## src/serm_defs.vh

```
// Constants shared by the serial word-alterable memory sequencer and its command queue.
// Assumes it is included by bare name from design files and defines nothing but macros.
`ifndef SERM_DEFS_VH
`define SERM_DEFS_VH

// ==========================================================================
// Array organisation
`define SERM_WORD_W 14
`define SERM_WORDS 100
`define SERM_INDEX_W 7
`define SERM_GROUP_W 10
`define SERM_ADDR_W 20
`define SERM_ERASED_WORD 14'h3fff

// ==========================================================================
// Mode codes, bit a is the most significant
`define SERM_MODE_STANDBY 3'h0
`define SERM_MODE_RESERVED 3'h1
`define SERM_MODE_ERASE 3'h2
`define SERM_MODE_ACCEPT_ADDR 3'h3
`define SERM_MODE_READ 3'h4
`define SERM_MODE_SHIFT_OUT 3'h5
`define SERM_MODE_WRITE 3'h6
`define SERM_MODE_ACCEPT_DATA 3'h7

// ==========================================================================
// Queued alteration commands
`define SERM_OP_ERASE 1'b0
`define SERM_OP_WRITE 1'b1
`define SERM_FIFO_DEPTH 32
`define SERM_FIFO_PTR_W 5

// ==========================================================================
// Timing
`define SERM_CLK_PERIOD_NS 50
`define SERM_ALTER_TIME_US 10
`define SERM_ALTER_CYCLES ((`SERM_ALTER_TIME_US * 1000 + `SERM_CLK_PERIOD_NS - 1) / `SERM_CLK_PERIOD_NS)
`define SERM_ALTER_CNT_W 18

`endif

```

## src/serm_fifo.v

```verilog
// Synchronous first-in first-out queue with valid and ready on both sides.
// Assumes a single clock and a synchronous active-high reset.
`timescale 1ns/1ps

module serm_fifo #(
	parameter WIDTH = 22,
	parameter DEPTH = 32,
	parameter PTR_W = 5
) (
	input wire sys_clk_in,
	input wire srst_in,
	input wire in_valid_in,
	output wire in_ready_out,
	input wire [WIDTH-1:0] in_data_in,
	output wire out_valid_out,
	input wire out_ready_in,
	output wire [WIDTH-1:0] out_data_out
);

	reg [WIDTH-1:0] store_q [0:DEPTH-1];
	reg [PTR_W:0] wr_ptr_q;
	reg [PTR_W:0] rd_ptr_q;
	wire push;
	wire pop;
	wire full;
	wire empty;

	// ==========================================================================
	// Status
	// The extra pointer bit tells a full queue from an empty one.
	assign empty = (wr_ptr_q == rd_ptr_q);
	assign full = (wr_ptr_q[PTR_W-1:0] == rd_ptr_q[PTR_W-1:0]) &&
		(wr_ptr_q[PTR_W] != rd_ptr_q[PTR_W]);
	assign in_ready_out = ~full;
	assign out_valid_out = ~empty;
	assign out_data_out = store_q[rd_ptr_q[PTR_W-1:0]];
	assign push = in_valid_in & ~full;
	assign pop = out_ready_in & ~empty;

	// ==========================================================================
	// Storage and pointers
	// Storage holds no reset; only the pointers define what is valid.
	always @(posedge sys_clk_in) begin
		if (push) begin
			store_q[wr_ptr_q[PTR_W-1:0]] <= in_data_in;
		end
	end

	// Pointers advance only on an accepted transfer.
	always @(posedge sys_clk_in) begin
		if (srst_in) begin
			wr_ptr_q <= {(PTR_W+1){1'b0}};
			rd_ptr_q <= {(PTR_W+1){1'b0}};
		end else begin
			if (push) begin
				wr_ptr_q <= wr_ptr_q + {{PTR_W{1'b0}}, 1'b1};
			end
			if (pop) begin
				rd_ptr_q <= rd_ptr_q + {{PTR_W{1'b0}}, 1'b1};
			end
		end
	end

endmodule

```

## src/serm_sequencer.v

```verilog
// Mode sequencer and serial data path of a word-alterable serial memory of 100 x 14 bits.
// Assumes the host clock, mode code and data pin arrive asynchronously from outside.
`timescale 1ns/1ps
`include "serm_defs.vh"

module serm_sequencer #(
	parameter ALTER_CYCLES = `SERM_ALTER_CYCLES,
	parameter CNT_W = `SERM_ALTER_CNT_W,
	parameter FIFO_DEPTH = `SERM_FIFO_DEPTH,
	parameter FIFO_PTR_W = `SERM_FIFO_PTR_W
) (
	input wire sys_clk_in,
	input wire srst_in,
	input wire serial_clk_in,
	input wire mode_select_bit_a_in,
	input wire mode_select_bit_b_in,
	input wire mode_select_bit_c_in,
	input wire data_in,
	output wire data_out,
	output wire data_oe_out,
	output wire busy_out
);

	localparam WORD_W = `SERM_WORD_W;
	localparam IDX_W = `SERM_INDEX_W;
	localparam CMD_W = 1 + IDX_W + WORD_W;
	// The terminal count is cut to the counter width on purpose.
	localparam integer ALTER_LAST_I = ALTER_CYCLES - 1;
	localparam [CNT_W-1:0] ALTER_LAST = ALTER_LAST_I[CNT_W-1:0];
	localparam [1:0] ENG_IDLE = 2'b01;
	localparam [1:0] ENG_BUSY = 2'b10;

	// Converts one ten-bit group into {valid, digit}; valid needs exactly one bit set.
	function [4:0] serm_digit;
		input [9:0] grp;
		integer i;
		reg [3:0] ones;
		begin
			serm_digit = 5'h00;
			ones = 4'h0;
			for (i = 0; i < 10; i = i + 1) begin
				if (grp[i]) begin
					ones = ones + 4'h1;
					serm_digit[3:0] = i[3:0];
				end
			end
			serm_digit[4] = (ones == 4'h1);
		end
	endfunction

	// ==========================================================================
	// Input synchronisers
	reg [2:0] mode_s1_q;
	reg [2:0] mode_s2_q;
	reg clk_s1_q;
	reg clk_s2_q;
	reg clk_prev_q;
	reg data_s1_q;
	reg data_s2_q;

	// Every pin passes two flops; the rising edge is judged on the second stage only.
	always @(posedge sys_clk_in) begin
		if (srst_in) begin
			mode_s1_q <= `SERM_MODE_STANDBY;
			mode_s2_q <= `SERM_MODE_STANDBY;
			clk_s1_q <= 1'b0;
			clk_s2_q <= 1'b0;
			clk_prev_q <= 1'b0;
			data_s1_q <= 1'b0;
			data_s2_q <= 1'b0;
		end else begin
			mode_s1_q <= {mode_select_bit_a_in, mode_select_bit_b_in, mode_select_bit_c_in};
			mode_s2_q <= mode_s1_q;
			clk_s1_q <= serial_clk_in;
			clk_s2_q <= clk_s1_q;
			clk_prev_q <= clk_s2_q;
			data_s1_q <= data_in;
			data_s2_q <= data_s1_q;
		end
	end

	// ==========================================================================
	// Address decode
	reg [`SERM_ADDR_W-1:0] addr_q;
	wire [4:0] tens;
	wire [4:0] units;
	wire addr_ok;
	wire [IDX_W-1:0] word_idx;

	// Tens digit sits in the upper group because it is shifted in first.
	assign tens = serm_digit(addr_q[19:10]);
	assign units = serm_digit(addr_q[9:0]);
	assign addr_ok = tens[4] & units[4];
	// Index is tens * 10 + units, formed by shifts to stay within seven bits.
	assign word_idx = {tens[3:0], 3'h0} + {2'h0, tens[3:0], 1'b0} + {3'h0, units[3:0]};

	// ==========================================================================
	// Command queue toward the array engine
	reg cmd_pend_q;
	reg [CMD_W-1:0] cmd_q;
	wire fifo_in_ready;
	wire fifo_out_valid;
	wire fifo_out_ready;
	wire [CMD_W-1:0] fifo_out_data;
	reg [1:0] eng_state_q;

	// The engine drains one alteration at a time, so a burst of them fills the queue.
	serm_fifo #(
		.WIDTH(CMD_W),
		.DEPTH(FIFO_DEPTH),
		.PTR_W(FIFO_PTR_W)
	) u_queue (
		.sys_clk_in(sys_clk_in),
		.srst_in(srst_in),
		.in_valid_in(cmd_pend_q),
		.in_ready_out(fifo_in_ready),
		.in_data_in(cmd_q),
		.out_valid_out(fifo_out_valid),
		.out_ready_in(fifo_out_ready),
		.out_data_out(fifo_out_data)
	);

	// ==========================================================================
	// Nonvolatile array and alteration engine
	reg [WORD_W-1:0] mem_q [0:`SERM_WORDS-1];
	reg [CNT_W-1:0] alter_cnt_q;
	reg alter_op_q;
	reg [IDX_W-1:0] alter_idx_q;
	reg [WORD_W-1:0] alter_data_q;

	assign fifo_out_ready = (eng_state_q == ENG_IDLE);

	// The array holds no reset because its contents must outlive a reset.
	always @(posedge sys_clk_in) begin
		if (!srst_in && (eng_state_q == ENG_BUSY) && (alter_cnt_q == ALTER_LAST)) begin
			if (alter_op_q == `SERM_OP_ERASE) begin
				mem_q[alter_idx_q] <= `SERM_ERASED_WORD;
			end else begin
				// Programming only clears bits, so an unerased word cannot be raised.
				mem_q[alter_idx_q] <= mem_q[alter_idx_q] & alter_data_q;
			end
		end
	end

	// Each alteration holds the engine for the full erase or write time.
	always @(posedge sys_clk_in) begin
		if (srst_in) begin
			eng_state_q <= ENG_IDLE;
			alter_cnt_q <= {CNT_W{1'b0}};
			alter_op_q <= `SERM_OP_ERASE;
			alter_idx_q <= {IDX_W{1'b0}};
			alter_data_q <= {WORD_W{1'b0}};
		end else begin
			case (eng_state_q)
				ENG_IDLE: begin
					alter_cnt_q <= {CNT_W{1'b0}};
					if (fifo_out_valid) begin
						{alter_op_q, alter_idx_q, alter_data_q} <= fifo_out_data;
						eng_state_q <= ENG_BUSY;
					end
				end
				ENG_BUSY: begin
					alter_cnt_q <= alter_cnt_q + {{(CNT_W-1){1'b0}}, 1'b1};
					if (alter_cnt_q == ALTER_LAST) begin
						eng_state_q <= ENG_IDLE;
					end
				end
				default: begin
					eng_state_q <= ENG_IDLE;
				end
			endcase
		end
	end

	// ==========================================================================
	// Mode sequencer and serial registers
	reg [2:0] mode_prev_q;
	reg [WORD_W-1:0] data_q;
	reg oe_q;
	reg read_pend_q;
	wire clk_rise;
	wire mode_entry;
	wire read_go;

	// Host clock rising edges carry all serial traffic; none arrive while stopped.
	assign clk_rise = clk_s2_q & ~clk_prev_q & ~cmd_pend_q;
	// A new mode is only taken once any earlier alteration has entered the queue.
	assign mode_entry = (mode_s2_q != mode_prev_q) & ~cmd_pend_q;
	// A read waits until every queued alteration has reached the array.
	assign read_go = read_pend_q & ~cmd_pend_q & ~fifo_out_valid & (eng_state_q == ENG_IDLE);

	always @(posedge sys_clk_in) begin
		if (srst_in) begin
			mode_prev_q <= `SERM_MODE_STANDBY;
			addr_q <= {`SERM_ADDR_W{1'b0}};
			data_q <= {WORD_W{1'b0}};
			oe_q <= 1'b0;
			read_pend_q <= 1'b0;
			cmd_pend_q <= 1'b0;
			cmd_q <= {CMD_W{1'b0}};
		end else begin
			if (!cmd_pend_q) begin
				mode_prev_q <= mode_s2_q;
			end
			oe_q <= (mode_s2_q == `SERM_MODE_SHIFT_OUT);
			if (cmd_pend_q && fifo_in_ready) begin
				cmd_pend_q <= 1'b0;
			end
			// Alterations to an invalid address are dropped silently.
			if (mode_entry && addr_ok) begin
				if (mode_s2_q == `SERM_MODE_ERASE) begin
					cmd_pend_q <= 1'b1;
					cmd_q <= {`SERM_OP_ERASE, word_idx, `SERM_ERASED_WORD};
				end else if (mode_s2_q == `SERM_MODE_WRITE) begin
					cmd_pend_q <= 1'b1;
					cmd_q <= {`SERM_OP_WRITE, word_idx, data_q};
				end
			end
			if (mode_entry && (mode_s2_q == `SERM_MODE_READ)) begin
				read_pend_q <= 1'b1;
			end else if (read_go) begin
				read_pend_q <= 1'b0;
			end
			if (read_go) begin
				if (addr_ok) begin
					data_q <= mem_q[word_idx];
				end
			end else if (clk_rise) begin
				case (mode_s2_q)
					`SERM_MODE_ACCEPT_ADDR: begin
						addr_q <= {addr_q[`SERM_ADDR_W-2:0], data_s2_q};
					end
					`SERM_MODE_ACCEPT_DATA: begin
						data_q <= {data_q[WORD_W-2:0], data_s2_q};
					end
					`SERM_MODE_SHIFT_OUT: begin
						data_q <= {data_q[WORD_W-2:0], 1'b0};
					end
					default: begin
						// Standby, the unused code and the timed modes hold both registers.
						addr_q <= addr_q;
					end
				endcase
			end
		end
	end

	// ==========================================================================
	// Outputs
	// The most significant data bit is always at the pin while driven.
	assign data_out = data_q[WORD_W-1];
	assign data_oe_out = oe_q;
	assign busy_out = cmd_pend_q | read_pend_q | fifo_out_valid | (eng_state_q == ENG_BUSY);

endmodule

```

## config.mk

```make
export PLATFORM = sky130hd
export DESIGN_NAME = serm_sequencer
export DESIGN_NICKNAME = d
export VERILOG_FILES = /design/src/serm_fifo.v /design/src/serm_sequencer.v
export VERILOG_INCLUDE_DIRS = /design/src
export SDC_FILE = /design/constraint.sdc
export NUM_CORES = 2
export LEC_CHECK = 0
export BUFFER_PORTS_ARGS = -buffer_cell sky130_fd_sc_hd__buf_4
export CELL_PAD_IN_SITES_DETAIL_PLACEMENT = 0
export CELL_PAD_IN_SITES_GLOBAL_PLACEMENT = 1
export CORE_MARGIN = 4
export CORE_UTILIZATION = 55
export CTS_CLUSTER_DIAMETER = 100
export DETAILED_ROUTE_END_ITERATION = 12
export PLACE_DENSITY_LB_ADDON = 0.1
export SKIP_LAST_GASP = 1
export SYNTH_ARGS = -nofsm -noshare
export SYNTH_HDL_FRONTEND = slang
export SYNTH_SLANG_ARGS = --single-unit
```

## constraint.sdc

```tcl
create_clock -name sys_clk_in -period 6.9 [get_ports sys_clk_in]
set_input_delay 0 -clock sys_clk_in [delete_from_list [all_inputs] [get_ports sys_clk_in]]
set_output_delay 0 -clock sys_clk_in [all_outputs]
set_load 0.02 [all_outputs]
```

==> metrics.txt <==
status=finished, final reports clean; Die Wd=426 um; Initial Utilization=55.3%; crit path kind=reg -> reg; syn nets=6290; Slowest-stage cell, CP=ha_1; total of max-cap violations=0; CORE AREA=around 170000 um^2; Crit. End Element=flip-flop; EDFF count, synth=2104; FMAX=about 0.15 GHz; post-synth cell types=97; leading area contributor after synthesis=edfxtp_1; crit path DAT=7.27 ns; cell with the most instances after synthesis=edfxtp_1; Synth Instances=roughly 6200; synthesis-stage register bit count=approximately 2200; Worst path most repeated cell=ha_1; post-synth top area share=between 60% and 70%; proportion of layout cells with a drive suffix above 1=18.5%; wire per inst=between 30 and 40 um; CTS tree=done; number of hold violations in the final report=0; Num CTS Buffers=about 220; 1st-iter DRT viols=a little over 10000; ranking of synthesized cells by area=edfxtp_1 (66%), mux4_2 (9.2%), a22oi_1 (3.6%); maximum VDD drop=287 uV; Nets=6406; clock-pin slew on the worst setup and hold paths=0.06 ns; vias=around 64000; Leakage=about 37 nW; chip height=between 400 and 500 um; antenna viol nets, final=0; Synth Cell Area=a little under 100000 um^2; vias per cell=7.19; ys flop type=edfxtp_1; Root Buffer=clkbuf_16; Worst slew margin=under 10%; Startpoint Class=flip-flop; DRC Markers=0; worst hold path class=in -> reg; CTS max path bufs=3; vias in the first global route=between 60000 and 70000; later-pin clock latency in the skew report=0.91 ns; fin. max-slew vios=0; worst slew pin tran=between 1 and 1.5 ns; Crit Path Max Fanout=26; Largest stage delay, worst path=about 0.34 ns; die area=182000 um^2; Area Growth Syn to Fin=12.5%; clk sinks=around 2200; PD cells=between 200 and 300 nW/um^2; Mapped Avg Cell Area=15.4 um^2; Ports=10; Seq/Total Area, Yosys=68.4%; final WL=332000 um; final core occ=roughly 62%; Setup Viol. Count Final=0; GRT Total Usage=36.4%; total power=about 0.028 W; synth cell count leaders=edfxtp_1 (2104), nand2_1 (704), a22oi_1 (466); number of core rows=between 150 and 200; Post-DP HPWL=between 200000 and 250000 um; crit path time final=about 6.5 ns; DR pass1 iterations=6; required time worst endpoint=roughly 7.7 ns; first-pass GRT wire length=around 470000 um; final clock period utilization by the worst path=between 90 and 100%; fillers=12900; count of warnings emitted by yosys=0; routability cong.=around 0.96; clk_skew=0.0485 ns; total global routing overflow=0; initial antenna violation count=14; CTS H-tree depth=4; Buffers on Ports=9; FFs w/ async S/R, synth=0%; maximum number of pins on one net before global-route repair=around 100
[path summary, 6_finish.rpt]
path / slack (ns) / to / from / cells after the start
max: 0.44 / data_q[13] / addr_q[0] / 32
min reg2reg: 0.44 / mode_s2_q[2] / mode_s1_q[2] / 1
min: 0.17 / data_oe_out / srst_in / 3
max reg2reg: 0.44 / data_q[13] / addr_q[0] / 32
[layout make-up]
class	count	area, um^2	area share (%)
repair buffers	363	3190	2.95
inverters	34	128	0.118
multi-input cells	3511	28700	26.6
clock buffers	274	5840	5.40
well taps	2325	2910	2.69
clock inverters	144	1540	1.42
diodes	11	27.5	0.0255
flip-flops and latches	2231	65700	60.8
[worst max-delay path, delay by kind of cell, from the launching register on]
kind	cells	cell delay [ns]
compound gates	8	1.38
fa+ha+maj	8	2.28
buf+inv	4	0.45
flops	1	0.33
mux	1	0.24
simple gates	11	1.66
[cell usage in the layout (no fill, tap or decap), drive strengths merged, types with 16 or more instances in the layout]
cell	Yosys	layout
a22o	120	120
clkbuf	306	275
mux4	393	393
o21ai	80	80
nand2	705	705
bufinv	0	22
ha	33	33
a21oi	136	136
edfxtp	2104	2104
mux2i	127	127
o2111ai	49	49
o22ai	29	29
a21o	17	17
xnor2	29	29
inv	34	39
a221oi	117	117
xor2	29	29
o211ai	31	31
nand4	134	134
nor2	333	333
buf	166	346
clkinvlp	0	16
a32oi	38	38
nand3	206	206
nor3	29	29
a22oi	466	466
dlygate4sd3	0	16
dfxtp	127	127
a211oi	57	57
nor4	27	27
clkinv	0	101
a31oi	110	110
nor2b	27	27
[state kept, by name, summed over array words and instances (netlist names), 2 cells and up]
register and count:
data_q 14, mode_s1_q 3, alter_data_q 14, mode_prev_q 3, mem_q 1400, alter_cnt_q 18, eng_state_q 2, u_queue.rd_ptr_q 6
alter_idx_q 7, cmd_q 22, addr_q 20, mode_s2_q 3, u_queue.store_q 704, u_queue.wr_ptr_q 6
[cells by family after synthesis]
group	synth area share, %
XOR/XNOR	0.776
flip-flops	68.4
AO/OA/AOI/OAI	10.5
AND/OR/NAND/NOR	7.14
multiplexers	10.6
buffers and inverters	2.20
adder cells (fa/ha/maj)	0.471
[metal layers]
layer  wire length [um]  vias to the layer above  global-route usage [%]
met2             147000                     4836                    53.7
met3              44800                      914                    11.5
met1             120000                    32500                    49.2
met4              19500                        8                    17.9
met5                 54                        -                       0
li1                   -                    25700                       -
[through the flow]
step,TNS (ns),instance area (um^2),worst slack [ns],cells,hold slack [ns]
3_5_place_dp,0,100000,0.195,8446,0.220
3_3_place_gp,0,100000,0.244,8446,0.220
4_1_cts,0,108000,0.186,8880,0.114
2_1_floorplan,0,96100,1.06,6248,0.128
6_report,0,108000,0.439,8893,0.168
5_1_grt,-0.0119,108000,-0.00777,8883,0.158
[timing repair]
item,CTS,global route
setup endpoints to repair,0,36
resized for setup,0,7
setup buffers,0,1
hold endpoints to repair,38,0
hold buffers,16,0
[report_power, final]
group / switching [W] / internal, W / total (W)
combinational: 0.000836 / 0.000318 / 0.00115
sequential: 0.0000558 / 0.0146 / 0.0147
clock: 0.00536 / 0.00687 / 0.0122
Power figures use the tool's default switching activity.
